File: config.mk
export PLATFORM = sky130hd
export DESIGN_NAME = hbta_core
export DESIGN_NICKNAME = d
export VERILOG_FILES = /design/src/shared/hbta_pkg.sv /design/src/rtl/hbta_core.sv
export VERILOG_INCLUDE_DIRS = /design/src /design/src/shared
export SDC_FILE = /design/constraint.sdc
export NUM_CORES = 1
export LEC_CHECK = 0
export BUFFER_PORTS_ARGS = -buffer_cell sky130_fd_sc_hd__buf_4
export CELL_PAD_IN_SITES_DETAIL_PLACEMENT = 0
export CELL_PAD_IN_SITES_GLOBAL_PLACEMENT = 1
export CORE_AREA = 2 2 153 155
export DETAILED_ROUTE_END_ITERATION = 8
export DIE_AREA = 0 0 155 157
export GPL_TIMING_DRIVEN = 0
export PLACE_DENSITY_LB_ADDON = 0.08
export SLEW_MARGIN = 15
export SYNTH_ARGS = -nofsm -noshare
export SYNTH_HDL_FRONTEND = slang
export SYNTH_SLANG_ARGS = --single-unit
File: constraint.sdc
create_clock -name clk -period 4.5 [get_ports clk]
set_input_delay 0 -clock clk [delete_from_list [all_inputs] [get_ports clk]]
set_output_delay 0 -clock clk [all_outputs]
set_load 0.01 [all_outputs]
File: src/shared/hbta_defs.svh
// constants for the host bus transaction attribute block
`ifndef HBTA_DEFS_SVH
`define HBTA_DEFS_SVH
// register offsets of the plain register port (byte addresses)
`define HBTA_OFF_CMD      8'h00
`define HBTA_OFF_STAT     8'h04
`define HBTA_OFF_ID       8'h08
`define HBTA_OFF_BAR_MEM  8'h0c
`define HBTA_OFF_BAR_IO   8'h10
`define HBTA_OFF_STICKY   8'h14
`define HBTA_OFF_STKSTAT  8'h18
`define HBTA_OFF_WONCE    8'h1c
// command register bit positions
`define HBTA_CMD_IO       0
`define HBTA_CMD_MEM      1
`define HBTA_CMD_MASTER   2
`define HBTA_CMD_PERR     6
`define HBTA_CMD_SERR     8
// status register bit positions
`define HBTA_ST_SERR      14
`define HBTA_ST_PERR      15
// fixed identity and good completion status
`define HBTA_DEV_NUM      5'h19
`define HBTA_FUNC_NUM     3'h0
`define HBTA_CPL_OK       3'h0
// tag codes per client
`define HBTA_TAG_RX_DATA  8'h00
`define HBTA_TAG_RX_DRD0  8'h01
`define HBTA_TAG_RX_DWB0  8'h02
`define HBTA_TAG_TX_DRD0  8'h04
`define HBTA_TAG_TX_DWB0  8'h05
`define HBTA_TAG_TX_DRD1  8'h06
`define HBTA_TAG_TX_DWB1  8'h07
`define HBTA_TAG_TX_DAT0  8'h08
`define HBTA_TAG_RX_DRD1  8'h0c
`define HBTA_TAG_RX_DWB1  8'h0e
`define HBTA_TAG_MNG_RD   8'h10
`define HBTA_TAG_MNG_WR   8'h11
`define HBTA_TAG_MSI      8'h1e
// reset values
`define HBTA_STICKY_RST   16'h0000
`define HBTA_WONCE_RST    16'h0000
`endif

File: src/shared/hbta_pkg.sv
// types for the host bus transaction attribute block
package hbta_pkg;
   // requesting internal clients
   typedef enum logic [3:0] {
      HBTA_CL_RX_DATA = 4'h0,
      HBTA_CL_RX_DRD0 = 4'h1,
      HBTA_CL_RX_DWB0 = 4'h2,
      HBTA_CL_TX_DRD0 = 4'h3,
      HBTA_CL_TX_DWB0 = 4'h4,
      HBTA_CL_TX_DRD1 = 4'h5,
      HBTA_CL_TX_DWB1 = 4'h6,
      HBTA_CL_TX_DATA = 4'h7,
      HBTA_CL_RX_DRD1 = 4'h8,
      HBTA_CL_RX_DWB1 = 4'h9,
      HBTA_CL_MNG_RD  = 4'ha,
      HBTA_CL_MNG_WR  = 4'hb,
      HBTA_CL_MSI     = 4'hc
   } hbta_client_type;
   // incoming cycle kinds
   typedef enum logic [2:0] {
      HBTA_IN_CFG_RD = 3'h0,
      HBTA_IN_CFG_WR = 3'h1,
      HBTA_IN_MEM_RD = 3'h2,
      HBTA_IN_MEM_WR = 3'h3,
      HBTA_IN_IO_RD  = 3'h4,
      HBTA_IN_IO_WR  = 3'h5,
      HBTA_IN_CPL    = 3'h6
   } hbta_in_kind_type;
endpackage

File: src/rtl/hbta_core.sv
// host bus transaction attribute logic: tags, claims, errors, cfg bits
//
// Chosen here: the register offsets and the address-and-strobe port.
`timescale 1ns/100ps
`include "hbta_defs.svh"
module hbta_core #(
   parameter int BAR_MASK_BITS = 12  // window size, log2 bytes
) (
   input  wire logic                   clk,              // host bus clock
   input  wire logic                   reset,            // ordinary reset
   input  wire logic                   main_power_good_reset, // sticky rw
   input  wire logic                   aux_power_ok_reset,    // sticky w1c
   input  wire logic                   aux_power_enabled, // aux power use
   // register port
   input  wire logic [7:0]             reg_addr,         // byte address
   input  wire logic [31:0]            reg_wdata,        // write data
   input  wire logic                   reg_wr,           // write strobe
   input  wire logic                   reg_rd,           // read strobe
   output logic      [31:0]            reg_rdata,        // read data
   // client request side
   input  wire logic                   req_valid,        // client request
   input  wire hbta_pkg::hbta_client_type req_client,    // requesting client
   input  wire logic [1:0]             req_slot,         // tx data slot
   output logic                        req_issue,        // request sent
   output logic      [7:0]             req_tag,          // header tag
   output logic      [15:0]            req_id,           // requester id
   // incoming cycles from host
   input  wire logic                   in_valid,         // cycle present
   input  wire hbta_pkg::hbta_in_kind_type in_kind,      // cycle kind
   input  wire logic                   in_parity_err,    // forwarded perr
   input  wire logic [31:0]            in_addr,          // address
   input  wire logic [7:0]             in_cfg_bus,       // cfg bus number
   input  wire logic [4:0]             in_cfg_dev,       // cfg device
   input  wire logic [2:0]             in_cfg_func,      // cfg function
   input  wire logic                   in_cfg_type0,     // cfg type 0
   input  wire logic [7:0]             in_tag,           // completion tag
   input  wire logic [2:0]             in_cpl_status,    // completion status
   output logic                        claim,            // cycle claimed
   output logic      [15:0]            cpl_id,           // completer id
   output logic                        cpl_deliver,      // good completion
   output logic      [7:0]             cpl_tag,          // routed tag
   output logic                        serr_pulse        // system error
);
   initial begin
      if (BAR_MASK_BITS < 4 || BAR_MASK_BITS > 31)
         $error("BAR_MASK_BITS out of range");
   end

   logic [15:0] cmd_ff;        // command bits
   logic        perr_ff;       // parity error status
   logic        serr_ff;       // system error status
   logic [7:0]  bus_ff;        // captured bus number
   logic [31:0] bar_mem_ff;    // memory window base
   logic [31:0] bar_io_ff;     // io window base
   logic [15:0] sticky_ff;     // sticky rw bits
   logic [15:0] stk_stat_ff;   // sticky w1c bits
   logic [15:0] wonce_ff;      // write-once field
   logic        wonce_lock_ff; // write-once locked
   logic [15:0] my_id;         // bus/dev/func identifier
   logic        wr_cmd;        // write to command
   logic        wr_stat;       // write to status
   logic        cfg_hit;       // own type 0 config cycle
   logic        mem_hit;       // memory window hit
   logic        io_hit;        // io window hit
   logic        in_good;       // cycle without parity error
   logic        cpl_bad;       // unsuccessful completion
   logic [7:0]  nxt_tag;       // tag for current client
   logic        master_ok;     // request allowed
   logic        stk_event;     // sticky status event
   logic        sticky_rst;    // gated sticky rw reset

   assign my_id   = {bus_ff, `HBTA_DEV_NUM, `HBTA_FUNC_NUM};
   // register write decode
   assign wr_cmd  = reg_wr && reg_addr == `HBTA_OFF_CMD;
   assign wr_stat = reg_wr && reg_addr == `HBTA_OFF_STAT;
   // parity-marked cycles are never acted on
   assign in_good = in_valid && !in_parity_err;
   // own config cycle: device and function match, type 0
   assign cfg_hit = in_good && in_cfg_type0 &&
      (in_kind == hbta_pkg::HBTA_IN_CFG_RD ||
       in_kind == hbta_pkg::HBTA_IN_CFG_WR) &&
      in_cfg_dev == `HBTA_DEV_NUM && in_cfg_func == `HBTA_FUNC_NUM;
   // window compares on the upper address bits
   assign mem_hit = in_good && cmd_ff[`HBTA_CMD_MEM] &&
      (in_kind == hbta_pkg::HBTA_IN_MEM_RD ||
       in_kind == hbta_pkg::HBTA_IN_MEM_WR) &&
      in_addr[31:BAR_MASK_BITS] == bar_mem_ff[31:BAR_MASK_BITS];
   assign io_hit  = in_good && cmd_ff[`HBTA_CMD_IO] &&
      (in_kind == hbta_pkg::HBTA_IN_IO_RD ||
       in_kind == hbta_pkg::HBTA_IN_IO_WR) &&
      in_addr[31:BAR_MASK_BITS] == bar_io_ff[31:BAR_MASK_BITS];
   // completion with a failing status
   assign cpl_bad = in_good && in_kind == hbta_pkg::HBTA_IN_CPL &&
      in_cpl_status != `HBTA_CPL_OK;
   // sticky status source
   assign stk_event = perr_ff; // sticky status set while the parity error flag is set

   // client to tag map; only listed codes are produced
   always_comb begin
      nxt_tag = `HBTA_TAG_MSI;
      unique case (req_client)
         hbta_pkg::HBTA_CL_RX_DATA: nxt_tag = `HBTA_TAG_RX_DATA;
         hbta_pkg::HBTA_CL_RX_DRD0: nxt_tag = `HBTA_TAG_RX_DRD0;
         hbta_pkg::HBTA_CL_RX_DWB0: nxt_tag = `HBTA_TAG_RX_DWB0;
         hbta_pkg::HBTA_CL_RX_DRD1: nxt_tag = `HBTA_TAG_RX_DRD1;
         hbta_pkg::HBTA_CL_RX_DWB1: nxt_tag = `HBTA_TAG_RX_DWB1;
         hbta_pkg::HBTA_CL_TX_DRD0: nxt_tag = `HBTA_TAG_TX_DRD0;
         hbta_pkg::HBTA_CL_TX_DWB0: nxt_tag = `HBTA_TAG_TX_DWB0;
         hbta_pkg::HBTA_CL_TX_DRD1: nxt_tag = `HBTA_TAG_TX_DRD1;
         hbta_pkg::HBTA_CL_TX_DWB1: nxt_tag = `HBTA_TAG_TX_DWB1;
         hbta_pkg::HBTA_CL_TX_DATA:
            nxt_tag = `HBTA_TAG_TX_DAT0 | {6'h00, req_slot};
         hbta_pkg::HBTA_CL_MNG_RD:  nxt_tag = `HBTA_TAG_MNG_RD;
         hbta_pkg::HBTA_CL_MNG_WR:  nxt_tag = `HBTA_TAG_MNG_WR;
         hbta_pkg::HBTA_CL_MSI:     nxt_tag = `HBTA_TAG_MSI;
         default:                   nxt_tag = `HBTA_TAG_MSI;
      endcase
   end

   // memory requests need master enable; messages do not
   assign master_ok = req_client == hbta_pkg::HBTA_CL_MSI ||
      cmd_ff[`HBTA_CMD_MASTER];

   // request issue: tag and identifier stamped on each request
   always_ff @(posedge clk or posedge reset) begin
      if (reset) begin
         req_issue <= 1'b0;
         req_tag   <= 8'h00;
         req_id    <= 16'h0000;
      end else begin
         // one pulse per accepted request
         req_issue <= req_valid && master_ok;
         if (req_valid && master_ok) begin
            req_tag <= nxt_tag;
            req_id  <= my_id;
         end
      end
   end

   // claims and completer identity
   always_ff @(posedge clk or posedge reset) begin
      if (reset) begin
         claim  <= 1'b0;
         cpl_id <= 16'h0000;
      end else begin
         claim <= cfg_hit || mem_hit || io_hit;
         // a capturing write answers with the new bus number
         if (cfg_hit && in_kind == hbta_pkg::HBTA_IN_CFG_WR)
            cpl_id <= {in_cfg_bus, `HBTA_DEV_NUM, `HBTA_FUNC_NUM};
         else if (cfg_hit || mem_hit || io_hit)
            cpl_id <= my_id;
      end
   end

   // incoming completions: good ones routed by tag, in arrival order;
   // no timer watches outstanding requests
   always_ff @(posedge clk or posedge reset) begin
      if (reset) begin
         cpl_deliver <= 1'b0;
         cpl_tag     <= 8'h00;
      end else begin
         cpl_deliver <= in_good && in_kind == hbta_pkg::HBTA_IN_CPL &&
            in_cpl_status == `HBTA_CPL_OK;
         if (in_good && in_kind == hbta_pkg::HBTA_IN_CPL)
            cpl_tag <= in_tag;
      end
   end

   // bus number captured from own config writes
   always_ff @(posedge clk or posedge reset) begin
      if (reset)
         bus_ff <= 8'h00;
      else if (cfg_hit && in_kind == hbta_pkg::HBTA_IN_CFG_WR)
         bus_ff <= in_cfg_bus;
   end

   // command register: only implemented bits writable
   // reserved bits read back as zero
   always_ff @(posedge clk or posedge reset) begin
      if (reset)
         cmd_ff <= 16'h0000;
      else if (wr_cmd)
         cmd_ff <= reg_wdata[15:0] & 16'h0547;
   end

   // window bases
   // low address bits are not compared
   always_ff @(posedge clk or posedge reset) begin
      if (reset) begin
         bar_mem_ff <= 32'h0000_0000;
         bar_io_ff  <= 32'h0000_0000;
      end else begin
         if (reg_wr && reg_addr == `HBTA_OFF_BAR_MEM)
            bar_mem_ff <= reg_wdata;
         if (reg_wr && reg_addr == `HBTA_OFF_BAR_IO)
            bar_io_ff <= reg_wdata;
      end
   end

   // error flags: set wins over a write-one clear
   always_ff @(posedge clk or posedge reset) begin
      if (reset) begin
         perr_ff <= 1'b0;
         serr_ff <= 1'b0;
      end else begin
         // parity error flag
         if (in_valid && in_parity_err)
            perr_ff <= 1'b1;
         else if (wr_stat && reg_wdata[`HBTA_ST_PERR])
            perr_ff <= 1'b0;
         // system error flag
         if (cpl_bad)
            serr_ff <= 1'b1;
         else if (wr_stat && reg_wdata[`HBTA_ST_SERR])
            serr_ff <= 1'b0;
      end
   end

   // system error signal toward the chipset
   // one pulse per event whose command enable bit is set; the flags stay for software
   always_ff @(posedge clk or posedge reset) begin
      if (reset)
         serr_pulse <= 1'b0;
      else
         serr_pulse <= (in_valid && in_parity_err &&
                        cmd_ff[`HBTA_CMD_PERR]) ||
                       (cpl_bad && cmd_ff[`HBTA_CMD_SERR]);
   end

   // gated reset: the aux level must stay steady while power good
   // is raised, or a glitch on it could clear the bits
   assign sticky_rst = main_power_good_reset && !aux_power_enabled;
   // sticky rw bits: only power good, held while aux power in use
   always_ff @(posedge clk or posedge sticky_rst) begin
      if (sticky_rst)
         sticky_ff <= `HBTA_STICKY_RST;
      else if (reg_wr && reg_addr == `HBTA_OFF_STICKY)
         sticky_ff <= reg_wdata[15:0];
   end

   // sticky w1c status: only aux ok; bit 0 records parity events
   // hardware set wins over a write-one clear
   always_ff @(posedge clk or posedge aux_power_ok_reset) begin
      if (aux_power_ok_reset)
         stk_stat_ff <= 16'h0000;
      else if (stk_event)
         stk_stat_ff <= stk_stat_ff | 16'h0001;
      else if (reg_wr && reg_addr == `HBTA_OFF_STKSTAT)
         stk_stat_ff <= stk_stat_ff & ~reg_wdata[15:0];
   end

   // write-once field
   // lock holds until ordinary reset
   always_ff @(posedge clk or posedge reset) begin
      if (reset) begin
         wonce_ff      <= `HBTA_WONCE_RST;
         wonce_lock_ff <= 1'b0;
      end else if (reg_wr && reg_addr == `HBTA_OFF_WONCE &&
                   !wonce_lock_ff) begin
         wonce_ff      <= reg_wdata[15:0];
         wonce_lock_ff <= 1'b1;
      end
   end

   // read data, one cycle after the strobe
   // unmapped addresses read as zero
   always_ff @(posedge clk or posedge reset) begin
      if (reset)
         reg_rdata <= 32'h0000_0000;
      else if (!reg_rd)
         reg_rdata <= 32'h0000_0000;
      else begin
         unique case (reg_addr)
            `HBTA_OFF_CMD:     reg_rdata <= {16'h0000, cmd_ff};
            // status: flags on top, bit 4 reads one
            `HBTA_OFF_STAT:    reg_rdata <= {16'h0000, perr_ff, serr_ff,
                                             14'h0010};
            `HBTA_OFF_ID:      reg_rdata <= {16'h0000, my_id};
            `HBTA_OFF_BAR_MEM: reg_rdata <= bar_mem_ff;
            `HBTA_OFF_BAR_IO:  reg_rdata <= bar_io_ff;
            `HBTA_OFF_STICKY:  reg_rdata <= {16'h0000, sticky_ff};
            `HBTA_OFF_STKSTAT: reg_rdata <= {16'h0000, stk_stat_ff};
            `HBTA_OFF_WONCE:   reg_rdata <= {16'h0000, wonce_ff};
            default:           reg_rdata <= 32'h0000_0000;
         endcase
      end
   end

   // assertions
   // tag checks
   tag_issue_a: assert property (@(posedge clk) disable iff (reset)
      req_valid && master_ok |=> req_issue && req_tag == $past(nxt_tag))
      else $error("request tag wrong");
   tag_legal_a: assert property (@(posedge clk) disable iff (reset)
      req_issue |-> req_tag inside {8'h00, 8'h01, 8'h02, 8'h04, 8'h05,
         8'h06, 8'h07, 8'h08, 8'h09, 8'h0a, 8'h0b, 8'h0c, 8'h0e,
         8'h10, 8'h11, 8'h1e})
      else $error("illegal tag issued");
   // master enable gate
   master_gate_a: assert property (@(posedge clk) disable iff (reset)
      req_valid && !cmd_ff[`HBTA_CMD_MASTER] &&
      req_client != hbta_pkg::HBTA_CL_MSI |=> !req_issue)
      else $error("memory request without master enable");
   // error handling checks
   perr_drop_a: assert property (@(posedge clk) disable iff (reset)
      in_valid && in_parity_err |=> perr_ff && !claim && !cpl_deliver)
      else $error("parity cycle not dropped");
   perr_serr_a: assert property (@(posedge clk) disable iff (reset)
      in_valid && in_parity_err && cmd_ff[`HBTA_CMD_PERR] |=> serr_pulse)
      else $error("parity system error missing");
   cpl_bad_a: assert property (@(posedge clk) disable iff (reset)
      cpl_bad |=> serr_ff && !cpl_deliver)
      else $error("bad completion mishandled");
   // identity and claim checks
   bus_latch_a: assert property (@(posedge clk) disable iff (reset)
      cfg_hit && in_kind == hbta_pkg::HBTA_IN_CFG_WR |=>
      my_id[15:8] == $past(in_cfg_bus))
      else $error("bus number not captured");
   cfg_claim_a: assert property (@(posedge clk) disable iff (reset)
      cfg_hit |=> claim && cpl_id[7:0] == 8'hc8)
      else $error("config cycle not claimed");
   // write-once check
   wonce_lock_a: assert property (@(posedge clk) disable iff (reset)
      wonce_lock_ff && reg_wr && reg_addr == `HBTA_OFF_WONCE |=>
      $stable(wonce_ff))
      else $error("write-once field changed");
   // completion routing
   cpl_route_a: assert property (@(posedge clk) disable iff (reset)
      in_good && in_kind == hbta_pkg::HBTA_IN_CPL &&
      in_cpl_status == `HBTA_CPL_OK |=>
      cpl_deliver && cpl_tag == $past(in_tag))
      else $error("completion not routed");
   // foreign config cycles
   cfg_other_a: assert property (@(posedge clk) disable iff (reset)
      in_valid && (in_kind == hbta_pkg::HBTA_IN_CFG_RD ||
      in_kind == hbta_pkg::HBTA_IN_CFG_WR) && (!in_cfg_type0 ||
      in_cfg_dev != `HBTA_DEV_NUM || in_cfg_func != `HBTA_FUNC_NUM) |=>
      !claim)
      else $error("foreign config cycle claimed");
   // sticky bits across resets
   stk_hold_a: assert property (@(posedge clk)
      reset && !main_power_good_reset && !reg_wr |=>
      $stable(sticky_ff) || main_power_good_reset)
      else $error("sticky bits lost on reset");
   stk_aux_a: assert property (@(posedge clk)
      aux_power_enabled && !reg_wr |=> $stable(sticky_ff))
      else $error("sticky bits lost under aux power");
   // main scenarios
   cov_cfg_wr_c: cover property (@(posedge clk) disable iff (reset)
      cfg_hit && in_kind == hbta_pkg::HBTA_IN_CFG_WR);
   cov_mem_c: cover property (@(posedge clk) disable iff (reset) mem_hit);
   cov_bad_cpl_c: cover property (@(posedge clk) disable iff (reset) cpl_bad);
   cov_txdata_c: cover property (@(posedge clk) disable iff (reset)
      req_issue && req_tag == 8'h0b);
   cov_stk_c: cover property (@(posedge clk)
      aux_power_enabled && main_power_good_reset);
endmodule

# Word-level counts from Yosys, hierarchy flattened
# Index checks and enable logic that the tools add are counted.
# Widths: inputs -> output; s select.
# word_totals
elab_cells	113
ff_bits	208
out_inout_bits	84
# classes
eq_ne	28
bitwise_logic	3
mux	11
reduce_logical	51
# op_table
operator	n
$pmux 32 s8	1
$pmux 5 s12	1
$eq 20x20->1	2
$eq 8x5->1 const B	4
$mux 16	2
$mux 32	1
$logic_and 1x1->1	30
$eq 4x4->1 const B	5
$and 16x16->16	1
$eq 4x3->1 const B	4
$eq 8x4->1 const B	2
$not 16->16	1
$eq 3x3->1 const B	3
$logic_not 3->1	3
$eq 4x2->1 const B	2
$eq 8x3->1 const B	1
$logic_not 8->1	1
$reduce_bool 2->1	4
$logic_or 1x1->1	7
$eq 3x2->1 const B	2
$mux 1	6
$eq 5x5->1 const B	1
$eq 4x1->1 const B	1
$logic_not 4->1	1
5 further kinds	7

# Depth between registers and ports, before layout
# Gate-level depths: netlist (run 1).
# depth
ltp_word	10
depth_mapped	7

# Worst setup path before layout (run 1)
# Ideal clock, no wire load.
# synth_path
path_kind	reg-to-reg
from	register bar_mem_ff[28]
to	register cpl_id[10]
arrival_time_ns	2.107
path_stages_with_launch	6
path_slack_ns	2.268
period_less_slack_ns	2.232
path_buffers	0
cell_sequence	dfrtp_1 > xor2_1 > or4_1 > or4_4 > o221ai_4 > mux2_2
# synth_via
elab_chain_cells	5
# synth_rtl
item	line_no	rtl
start, declared	hbta_core.sv:53	logic [31:0] bar_mem_ff;
start signal, assigned	hbta_core.sv:194	bar_mem_ff <= reg_wdata;
$eq 20x20->1	hbta_core.sv:87	in_addr[31:BAR_MASK_BITS] == bar_mem_ff[31:BAR_MASK_BITS];
$logic_and 1x1->1	hbta_core.sv:84	assign mem_hit = in_good && cmd_ff[`HBTA_CMD_MEM] &&
$logic_or 1x1->1 (2 in a row)	hbta_core.sv:150	else if (cfg_hit || mem_hit || io_hit)
$reduce_bool 2->1 (no source line)	-	
end signal, assigned	hbta_core.sv:149	cpl_id <= {in_cfg_bus, `HBTA_DEV_NUM, `HBTA_FUNC_NUM};
end signal, assigned	hbta_core.sv:151	cpl_id <= my_id;
end, declared	hbta_core.sv:39	output logic [15:0] cpl_id,
# No other way between the ends.
# A chain may end at the register's enable or synchronous reset.

# Final worst setup path (run 1)
# layout_path
from	input port reg_addr[1]
to	register stk_stat_ff[4]
# layout_via
elab_chain_cells	3
# layout_rtl
item	line_no	rtl
start, declared	hbta_core.sv:15	input wire logic [7:0] reg_addr,
$eq 8x5->1	-	
$logic_and 1x1->1 (no source line)	-	
$reduce_and 2->1 (no source line)	-	
end signal, assigned	hbta_core.sv:247	stk_stat_ff <= stk_stat_ff | 16'h0001;
end signal, assigned	hbta_core.sv:249	stk_stat_ff <= stk_stat_ff & ~reg_wdata[15:0];
end, declared	hbta_core.sv:56	logic [15:0] stk_stat_ff;
# No other way between the ends.

==> results of run 1 <==
-- power breakdown --
group          switching (uW)  internal [uW]  total, uW
registers                50.9           1840       1890
logic                     203            240        443
clock network             727            813       1540
total                     981           2890       3870
-- layer usage --
layer	up-vias	track usage	part of all wire
li1	2918	-	-
met1	3195	0.2817	0.46
met2	199	0.3473	0.48
met3	31	0.03717	0.044
met4	0	0.05908	0.017
met5	-	0	0
-- per-stage QoR --
stage          setup TNS [ns]  instances  worst slack (ns)  utilization  cell area [um^2]
4_1_cts                     0       1233             1.884       0.5177             11650
3_3_place_gp          -305.94       1136            -1.885       0.4613             10380
6_report                    0       1233             1.797       0.5177             11650
5_1_grt                     0       1233             1.643       0.5177             11650
2_1_floorplan               0        679           0.06667            -              8732
3_5_place_dp                0       1138             1.429       0.4634             10430
-- synthesized netlist by cell type (5+ instances only) --
cell / number / area, um^2
nor3_1: 5 / 25.02
nor2_1: 35 / 131.4
nand2b_1: 5 / 31.28
xnor2_1: 17 / 148.9
buf_1: 7 / 26.28
mux4_2: 5 / 112.6
xor2_1: 23 / 201.4
a21boi_0: 15 / 112.6
nand2_1: 32 / 120.1
dfrtp_1: 196 / 4905
nand4_1: 5 / 31.28
mux2_4: 8 / 120.1
a21oi_1: 11 / 55.05
a222oi_1: 5 / 50.05
inv_1: 8 / 30.03
clkbuf_1: 22 / 82.58
buf_4: 18 / 135.1
mux2_2: 128 / 1441
o21ai_0: 15 / 75.07
nor4_1: 8 / 50.05
mux2i_1: 11 / 110.1
a22oi_1: 25 / 187.7
nand3_1: 10 / 50.05
-- critical path, delay by kind of cell --
kind	cells	cell delay (ns)
and+or+nand+nor	4	2.13
AOI/OAI and AO/OA	1	0.22
buffers and inverters	2	0.63
-- final cells by class --
type                            count  area (um^2)  share of cell area
Clock inverter                     13        138.9             0.01192
Tap cell                          285        356.6             0.03061
Buffer                             51        270.3             0.02320
Multi-Input combinational cell    424         3532              0.3032
Inverter                            8        37.54            0.003222
Sequential cell                   196         4905              0.4210
Clock buffer                       19        452.9             0.03888
Timing Repair Buffer              237         1957              0.1680
-- cells by family after synthesis --
kind of cell / share of synthesized area
DFF: 0.5646
muxes: 0.2054
and+or+nand+nor: 0.07547
AOI/OAI and AO/OA: 0.07922
buffers and inverters: 0.03457
xor gates and xnor gates: 0.04033
other: 0.0004317
-- timing repair --
item                      CTS  global route
buffers inserted            0             0
resized for setup           0             0
hold buffers               63             0
hold endpoints to repair  253             0
-- how the worst max path moves through the flow --
| stage | cells after the start | endpoint | startpoint | slack [ns] |
|---|---|---|---|---|
| after floorplan | 1 | bar_io_ff[0] | reset | 0.07 |
| after global placement | 2 | wonce_ff[4] | reset | -1.89 |
| after CTS | 7 | stk_stat_ff[4] | reg_addr[1] | 1.88 |
| after global routing | 7 | stk_stat_ff[5] | reg_addr[1] | 1.64 |
| after detailed placement | 7 | stk_stat_ff[4] | reg_addr[1] | 1.43 |
| final | 7 | stk_stat_ff[4] | reg_addr[1] | 1.80 |
-- sequential cells by signal, indices dropped and copies added, names as in the netlist, 6 cells and up --
name	count
bar_io_ff	32
cpl_tag	8
stk_stat_ff	16
cmd_ff	6
reg_rdata	32
wonce_ff	16
bus_ff	8
bar_mem_ff	32
cpl_id	9
req_id	9
sticky_ff	16
==> flow_metrics.py, run 1 <==
metrics = {
    "die": {
        "fp.dieArea_um2": 24340,
        "dieWidth_um": 155,
        "core-area_um2": 22500,
        "num_rows": 55,
        "io-pin-count": 203,
        "dieHeight_um": 157,
        "initial_utilization": 0.3860,
    },
    "routing": {
        "wl_mm": 25.02,
        "dr.first_iter.drc_count": 302,
        "postRouteAntennaNets": 0,
        "first_pass_iters": 5,
        "viasPerCell": 5.144,
        "wl_per_cell_um": 20.30,
        "vias": 6343,
        "drc": 0,
    },
    "cells_and_area": {
        "area_growth_pct": 34.11,
        "n_fill_cell": 2015,
        "final_common_cell": "dfrtp_1",
        "fin_nets": 1054,
        "drive_gt1_frac": 0.3998,
        "num_antenna_cells": 0,
        "final_cell_mix": "dfrtp_1, buf_4, mux2_2, dlygate4sd3_1, nor2_1",
    },
    "clocking": {
        "clk_pin_slew_ns": 0.07,
        "htree_levels": 4,
        "clockRootBuffer": "clkbuf_16",
        "clockBufferDepth": 2,
        "tritoncts": "done",
        "clk-insertion-delay-late_ns": 0.44,
        "numCtsBuffers": 17,
        "clock-sinks": 196,
    },
    "place": {
        "place_congestion": 0.8157,
        "io_buffers": 172,
        "hpwlAfterDp_mm": 17.87,
    },
    "grt": {
        "grt_pass1_vias": 6564,
        "grt_max_degree": 95,
        "antenna_found_initial": 0,
        "grt_pass1_wl_mm": 37.95,
        "grt-ovfl-total": 0,
        "grt_util_all_layers": 0.2086,
    },
    "setup_path": {
        "worstSetupPathType": "in -> reg",
        "critPathMaxStageDelay_ns": 0.68,
        "endpoint_kind": "flop",
        "r2r_slack_ns": 2.05,
        "cp_slowest_cell": "nor3_2",
        "worstPathMaxFanout": 10,
        "r2r-end": "cpl_id[10]",
        "rr_worst_depth": 5,
        "arrival_ns": 2.99,
        "critPathLaunchType": "input port",
        "required_ns": 4.79,
        "timing.rr.start": "bar_mem_ff[28]",
        "crit_chain": "buf_4 -> nor4_1 -> nand3_1 -> nor3_2 -> and3b_1 -> clkbuf_1 -> a21boi_0",
    },
    "pwr": {
        "p_leak_uw": 0.005673,
        "pwr_density_cell_nw_per_um2": 332.5,
        "power.total_uw": 3873,
        "peakVddDrop_v": 0.0002478,
    },
    "timing": {
        "finalHoldViolations": 0,
        "tightest_slew_ns": 1.017,
        "finalCriticalPeriod_ns": 2.703,
        "max-slew-margin-rel": 0.3159,
        "slew_violations": 0,
        "finalSetupViolations": 0,
        "grt_setup_unrepaired": "false",
        "layout_worst_path_cycle_share": 0.6007,
        "fmax_ghz": 0.3699,
        "skew_ns": 0.008966,
        "hold_ws_ns": 0.01428,
    },
    "logic_synthesis": {
        "synth-edff-count": 0,
        "synth_cell_types": 57,
        "synthArstFlopShare": 1.000,
        "syn_inst": 667,
        "yosys_warnings": 0,
        "ys_seq_area_frac": 0.5646,
        "netlist_area_um2": 8687,
        "synthFlopType": "dfrtp_1",
        "yosys_register_bits": 196,
        "syn_area_per_cell_um2": 13.02,
    },
    "hold_path": {
        "min_path_cells": 4,
        "hold_end": "reg_rdata[15]",
        "min_from": "reg_addr[6]",
        "hold_path.class": "in -> reg",
    },
    "job": {
        "drv_cap": 0,
    },
    "status": {
        "status": "completed",
    },
}
No activity file was read; power rests on OpenSTA's default activity.
==> inputs of run 2 (changes only) <==
--- a/config.mk
+++ b/config.mk
@@ -6,12 +6,13 @@
 export SDC_FILE = /design/constraint.sdc
 export NUM_CORES = 1
 export LEC_CHECK = 0
+export ABC_AREA = 1
 export BUFFER_PORTS_ARGS = -buffer_cell sky130_fd_sc_hd__buf_4
 export CELL_PAD_IN_SITES_DETAIL_PLACEMENT = 0
 export CELL_PAD_IN_SITES_GLOBAL_PLACEMENT = 1
-export CORE_AREA = 2 2 153 155
+export CORE_AREA = 2 2 165 167
 export DETAILED_ROUTE_END_ITERATION = 8
-export DIE_AREA = 0 0 155 157
+export DIE_AREA = 0 0 167 169
 export GPL_TIMING_DRIVEN = 0
 export PLACE_DENSITY_LB_ADDON = 0.08
 export SLEW_MARGIN = 15
==> constraint.sdc (replaced) <==
create_clock -name clk -period 2.4 [get_ports clk]
set_input_delay 0 -clock clk [delete_from_list [all_inputs] [get_ports clk]]
set_output_delay 0 -clock clk [all_outputs]
set_load 0.01 [all_outputs]
==> run 2 against run 1 <==
Effect of this change: non-clock buffer count increased by 26; area after synthesis increased by 8.3%; final cell count increased by 51%; worst hold slack improved by 0.00089 ns; sequential cell count unchanged; largest power group unchanged.
==> flow_metrics.py, run 2 <==
metrics = {
    "timing": {
        "slew_violations": 0,
        "max-slew-margin-rel": 0.4178,
        "layout_worst_path_cycle_share": 0.8848,
        "hold_ws_ns": 0.01517,
        "skew_ns": 0.01202,
        "grt_setup_unrepaired": "false",
        "finalCriticalPeriod_ns": 2.124,
        "fin_ws_ns": 0.2765,
        "finalSetupTns_ns": 0,
        "fmax_ghz": 0.4709,
        "finalSetupViolations": 0,
        "finalHoldViolations": 0,
        "tightest_slew_ns": 0.8705,
    },
    "clocking": {
        "tritoncts": "done",
        "clk-insertion-delay-late_ns": 0.45,
        "clockBufferDepth": 2,
        "post_cts_buffers": 0,
        "ctsResizeCount": 0,
        "clk_pin_slew_ns": 0.08,
        "clock-sinks": 196,
        "numCtsBuffers": 17,
        "htree_levels": 4,
        "clockRootBuffer": "clkbuf_16",
    },
    "logic_synthesis": {
        "yosys_register_bits": 196,
        "synth_top_family_by_area": "simple AND/OR/NAND/NOR gates",
        "post-synth-top-count-cell": "nand2_1",
        "ys_seq_area_frac": 0.5213,
        "netlist_area_um2": 9409,
        "synthArstFlopShare": 1.000,
        "synth-edff-count": 0,
        "syn_area_per_cell_um2": 7.700,
        "synth_xor_area_frac": 0.003723,
        "synth.area.top_cells": "dfrtp_1, nand2_1, inv_1, o21ai_0, nor2_1",
        "synth-compound-area-share": 0.1168,
        "synthFlopType": "dfrtp_1",
        "syn_inst": 1222,
        "synth_cell_types": 39,
        "synth_simple_gate_area_frac": 0.2573,
        "synth.largest_area_cell": "dfrtp_1",
        "synth_top_area_frac": 0.5213,
        "synth.area.mux_share": 0,
        "yosys_warnings": 0,
        "synth_fa_ha_area_frac": 0,
        "synthTopCellsByCount": "nand2_1, dfrtp_1, inv_1, o21ai_0, nor2_1",
    },
    "cells_and_area": {
        "stdcell_area_um2": 12630,
        "fin_util": 0.4764,
        "area_growth_pct": 34.19,
        "num_antenna_cells": 0,
        "reg_top3": "bar_io_ff: 32 flops, bar_mem_ff: 32 flops, reg_rdata: 32 flops",
        "drive_gt1_frac": 0.1781,
        "n_fill_cell": 2683,
        "final_cell_mix": "nand2_1, buf_4, dfrtp_1, inv_1, o21ai_0",
        "fin_nets": 1628,
        "final_common_cell": "nand2_1",
    },
    "pwr": {
        "clockPowerShare": 0.389,
        "pwr_density_cell_nw_per_um2": 580.0,
        "p_sw_frac": 0.2738,
        "p_leak_uw": 0.006402,
        "peakVddDrop_v": 0.0003078,
        "p_seq_frac": 0.483,
        "p_int_uw": 5318,
        "pwr-share-comb": 0.128,
        "switchingPower_uw": 2005,
    },
    "setup_path": {
        "crit_chain": "dlygate4sd3_1 -> buf_4 -> inv_2 -> nor2_4 -> nand3_1 -> nor3_2 -> nand3_2 -> buf_6 -> nand2_1 -> o21ai_1 -> dlygate4sd3_1",
        "endpoint_kind": "flop",
        "arrival_ns": 2.46,
        "required_ns": 2.73,
        "worstPathMaxFanout": 10,
        "cpLargestDelayFamily": "buffers and inverters",
        "critPathLaunchType": "input port",
        "path_buf_inv": 5,
        "path_common_cell": "dlygate4sd3_1",
        "cp_slowest_cell": "dlygate4sd3_1",
        "critPathMaxStageDelay_ns": 0.57,
        "timing.rr.start": "cmd_ff[2]",
        "worstSetupPathType": "in -> reg",
        "critical_path.startpoint": "in_valid",
    },
    "hold_path": {
        "hold_path.class": "in -> reg",
        "min_from": "in_cfg_func[2]",
    },
    "routing": {
        "wl_per_cell_um": 16.96,
        "first_pass_iters": 5,
        "drc": 0,
        "postRouteAntennaNets": 0,
        "vias": 8739,
        "viasPerCell": 4.691,
        "wl_mm": 31.59,
        "dr.first_iter.drc_count": 684,
    },
    "grt": {
        "grt_max_degree": 36,
        "grt_pass1_wl_mm": 48.85,
        "grt-ovfl-total": 0,
        "grt_util_all_layers": 0.2273,
        "antenna_found_initial": 0,
        "grt_pass1_vias": 8452,
    },
    "die": {
        "dieWidth_um": 167,
        "initial_utilization": 0.3551,
        "io-pin-count": 203,
        "num_rows": 60,
        "dieHeight_um": 169,
        "fp.dieArea_um2": 28220,
        "core-area_um2": 26500,
    },
    "status": {
        "status": "completed",
    },
    "place": {
        "dpl_cell_area_um2": 11300,
        "io_buffers": 175,
        "place_congestion": 0.8644,
        "place_ws_ns": 0.5993,
        "hpwlAfterDp_mm": 23.76,
    },
    "job": {
        "drv_cap": 0,
    },
}
==> run 2: changes by cell type after synthesis, moves of 37 or more <==
cell / delta
a21oi_1: +37
inv_1: +150
mux2_2: -128
nand2_1: +378
nor2_1: +53
o21ai_0: +103
==> run 2: worst register-to-register path, stage by stage, from the launching register on <==
cell and delay [ns]:
dfrtp_1 0.35, inv_1 0.11, a21boi_2 0.39, nor2_1 0.09
a41oi_1 0.17, dlygate4sd3_1 0.59
==> run 2: kinds of logic (layout without fill, tap and decap cells) <==
| logic type | count (synthesis) | in the layout |
|---|---|---|
| buf+inv | 220 | 508 |
| flops | 196 | 196 |
| compound gates | 212 | 212 |
| other cells | 1 | 13 |
| simple gates | 589 | 589 |
| xor+xnor | 4 | 4 |
==> run 2: cell type report <==
type                            instances  area (um^2)  area share
Multi-Input combinational cell        818         3603      0.2854
Sequential cell                       196         4905      0.3885
Buffer                                 58        337.8     0.02676
Clock inverter                         13        113.9    0.009018
Inverter                              162        611.8     0.04846
Clock buffer                           19        452.9     0.03587
Timing Repair Buffer                  256         2175      0.1722
Tap cell                              341        426.7     0.03379
==> run 2: worst paths after layout <==
check,cells past startpoint,endpoint,slack [ns]
max in group asynchronous,5,sticky_ff[8],1.04
min in group asynchronous,3,bus_ff[3],0.12
hold / removal,5,cpl_id[11],0.02
hold reg to reg,2,wonce_lock_ff,0.47
setup reg to reg,5,req_tag[2],0.65
setup / recovery,11,bus_ff[3],0.28
==> run 2: layer usage <==
metal,track usage,wire length (um),share of wire
met5,0,0,0
met1,0.3125,14570,0.46
met4,0.04385,329,0.010
met2,0.3822,15340,0.49
met3,0.03718,1344,0.043
==> run 2: metrics by stage <==
step	cells	total power, uW
after floorplan	1234	3991
after global placement	1750	4417
after detailed placement	1755	4444
after CTS	1863	7383
after global routing	1863	7643
final	1863	7323
==> run 2: repair_timing <==
action	CTS	global route
hold endpoints to repair	260	0
endpoints found under the setup margin	0	0
hold buffers	76	0
==> run 2: power groups by stage <==
stage	Combinational [uW]	Clock (uW)	Sequential (uW)
4_1_cts	946	2900	3540
2_1_floorplan	373	0	3620
3_3_place_gp	816	0	3600
3_5_place_dp	841	0	3600
6_report	934	2850	3540
5_1_grt	1040	3040	3560
==> inputs of run 3 (changes only) <==
--- a/config.mk
+++ b/config.mk
@@ -7,7 +7,7 @@
 export NUM_CORES = 1
 export LEC_CHECK = 0
 export ABC_AREA = 1
-export BUFFER_PORTS_ARGS = -buffer_cell sky130_fd_sc_hd__buf_4
+export BUFFER_PORTS_ARGS = -buffer_cell sky130_fd_sc_hd__buf_2
 export CELL_PAD_IN_SITES_DETAIL_PLACEMENT = 0
 export CELL_PAD_IN_SITES_GLOBAL_PLACEMENT = 1
 export CORE_AREA = 2 2 165 167
==> run 3 against run 2 <==
Effect of this change: first-iteration DRC count down 11%; fmax down 2.9%; die area unchanged; global-route usage down 0.31 points; sequential share of layout area up 1.4 points; non-clock buffer count down 5; register-to-register slack better by 0.02 ns; sequential cell count unchanged; sequential power about the same; routed wire length down 1.7%; clock skew down 0.00067 ns; utilization down 1.6 points; critical endpoint is now bus_ff[1].
==> flow_metrics.py, run 3 (synthesis results as in run 2) <==
metrics = {
    "timing": {
        "hold_ws_ns": 0.01394,
        "finalSetupViolations": 0,
        "slew_violations": 0,
        "skew_ns": 0.01135,
        "fmax_ghz": 0.4574,
        "finalSetupTns_ns": 0,
        "finalHoldViolations": 0,
        "max-slew-margin-rel": 0.4610,
        "layout_worst_path_cycle_share": 0.9109,
        "grt_setup_unrepaired": "false",
        "finalCriticalPeriod_ns": 2.186,
        "tightest_slew_ns": 0.8059,
    },
    "clocking": {
        "numCtsBuffers": 17,
        "clk-insertion-delay-late_ns": 0.44,
        "clockBufferDepth": 2,
        "clock-sinks": 196,
        "htree_levels": 4,
        "clockRootBuffer": "clkbuf_16",
        "ctsResizeCount": 0,
        "tritoncts": "done",
        "clk_pin_slew_ns": 0.08,
        "post_cts_buffers": 0,
    },
    "hold_path": {
        "min_from": "req_client[0]",
        "min_path_cells": 4,
        "hold_path.class": "in -> reg",
        "hold_end": "req_issue",
    },
    "grt": {
        "grt_max_degree": 34,
        "grt-ovfl-total": 0,
        "antenna_found_initial": 0,
        "grt_pass1_wl_mm": 48.69,
        "grt_pass1_vias": 8483,
        "grt_util_all_layers": 0.2242,
    },
    "cells_and_area": {
        "final_cell_mix": "nand2_1, dfrtp_1, buf_2, inv_1, o21ai_0",
        "final_common_cell": "nand2_1",
        "drive_gt1_frac": 0.1786,
        "finalNonFillerCells": 1858,
        "fin_util": 0.4603,
        "reg_top3": "bar_io_ff: 32 flops, bar_mem_ff: 32 flops, reg_rdata: 32 flops",
        "area_growth_pct": 29.65,
        "fin_nets": 1623,
        "num_antenna_cells": 0,
        "stdcell_area_um2": 12200,
    },
    "routing": {
        "vias": 8686,
        "first_pass_iters": 6,
        "drc": 0,
        "postRouteAntennaNets": 0,
        "dr.first_iter.drc_count": 610,
        "viasPerCell": 4.675,
        "wl_per_cell_um": 16.72,
        "wl_mm": 31.07,
    },
    "setup_path": {
        "endpoint_kind": "flop",
        "rr_worst_depth": 4,
        "required_ns": 2.73,
        "critPathLaunchType": "input port",
        "worstPathMaxFanout": 10,
        "r2r-end": "req_tag[1]",
        "timing.rr.start": "cmd_ff[2]",
        "worstSetupPathType": "in -> reg",
        "r2r_slack_ns": 0.67,
        "arrival_ns": 2.51,
    },
    "pwr": {
        "switchingPower_uw": 1956,
        "clockPowerShare": 0.415,
        "p_seq_frac": 0.473,
        "pwr_density_cell_nw_per_um2": 612.0,
        "p_sw_frac": 0.2620,
        "peakVddDrop_v": 0.0003648,
        "p_int_uw": 5509,
        "p_leak_uw": 0.006308,
        "pwr-share-comb": 0.112,
    },
    "die": {
        "fp.dieArea_um2": 28220,
        "num_rows": 60,
        "core-area_um2": 26500,
        "io-pin-count": 203,
        "dieHeight_um": 169,
        "initial_utilization": 0.3551,
        "dieWidth_um": 167,
    },
    "place": {
        "dpl_cell_area_um2": 10860,
        "hpwlAfterDp_mm": 23.79,
        "dp.cells": 1755,
        "place_congestion": 0.8906,
        "io_buffers": 175,
    },
    "status": {
        "status": "completed",
    },
    "job": {
        "drv_cap": 0,
    },
}
==> run 3: cell types whose count changed in the layout (fill, tap and decap cells not counted), sizes merged <==
cell         before  now
clkinvlp          2    1
bufinv            0    3
dlygate4sd3      76   71
clkbuf           40   39
inv             168  167
==> run 3: worst max path at each step <==
stage	from	end	slack, ns	cells after the start
2_1_floorplan	reset	bar_io_ff[0]	0.32	1
3_3_place_gp	reset	reg_rdata[4]	-0.94	2
3_5_place_dp	reg_addr[6]	reg_rdata[8]	0.58	9
4_1_cts	in_valid	bus_ff[4]	0.19	11
5_1_grt	in_valid	bus_ff[4]	0.06	11
6_report	in_valid	bus_ff[1]	0.21	11
==> run 3: per-layer routing <==
metal / up-vias / global-route usage / share of wire
met1: 4078 / 0.3083 / 0.47
li1: 4368 / - / -
met5: - / 0 / 0
met2: 209 / 0.3765 / 0.48
met3: 31 / 0.02665 / 0.035
met4: 0 / 0.05997 / 0.018
==> run 3: final cells by class <==
type	instances	area, um^2
Buffer	58	337.8
Clock buffer	18	439.2
Clock inverter	14	188.9
Fill cell	2706	14300
Inverter	162	611.8
Multi-Input combinational cell	818	3603
Sequential cell	196	4905
Tap cell	341	426.7
Timing Repair Buffer	251	1687
==> run 3: stage by stage <==
step,total power (uW),setup slack [ns]
2_1_floorplan,3991,0.3152
3_3_place_gp,4325,-0.9366
3_5_place_dp,4350,0.5778
4_1_cts,7554,0.1902
5_1_grt,7787,0.05580
6_report,7465,0.2139
==> run 3: worst max-delay path, cell delays in order <==
cell and delay [ns]:
dlygate4sd3_1 0.52, buf_2 0.19, inv_2 0.08, nor2_4 0.19
nand3_1 0.13, nor3_2 0.24, nand3_2 0.24, buf_6 0.21
nand2_1 0.06, o21ai_1 0.08, dlygate4sd3_1 0.56
==> run 3: power groups by stage <==
stage / sequential (uW) / combinational (uW) / clock, uW
after floorplan: 3620 / 373 / 0
after global placement: 3600 / 728 / 0
after detailed placement: 3600 / 752 / 0
after CTS: 3530 / 848 / 3170
after global routing: 3550 / 944 / 3290
final: 3530 / 836 / 3100
==> run 3: what timing repair did <==
item,in CTS,in global routing
hold endpoints to repair,208,0
endpoints found under the setup margin,0,0
hold buffers,71,0
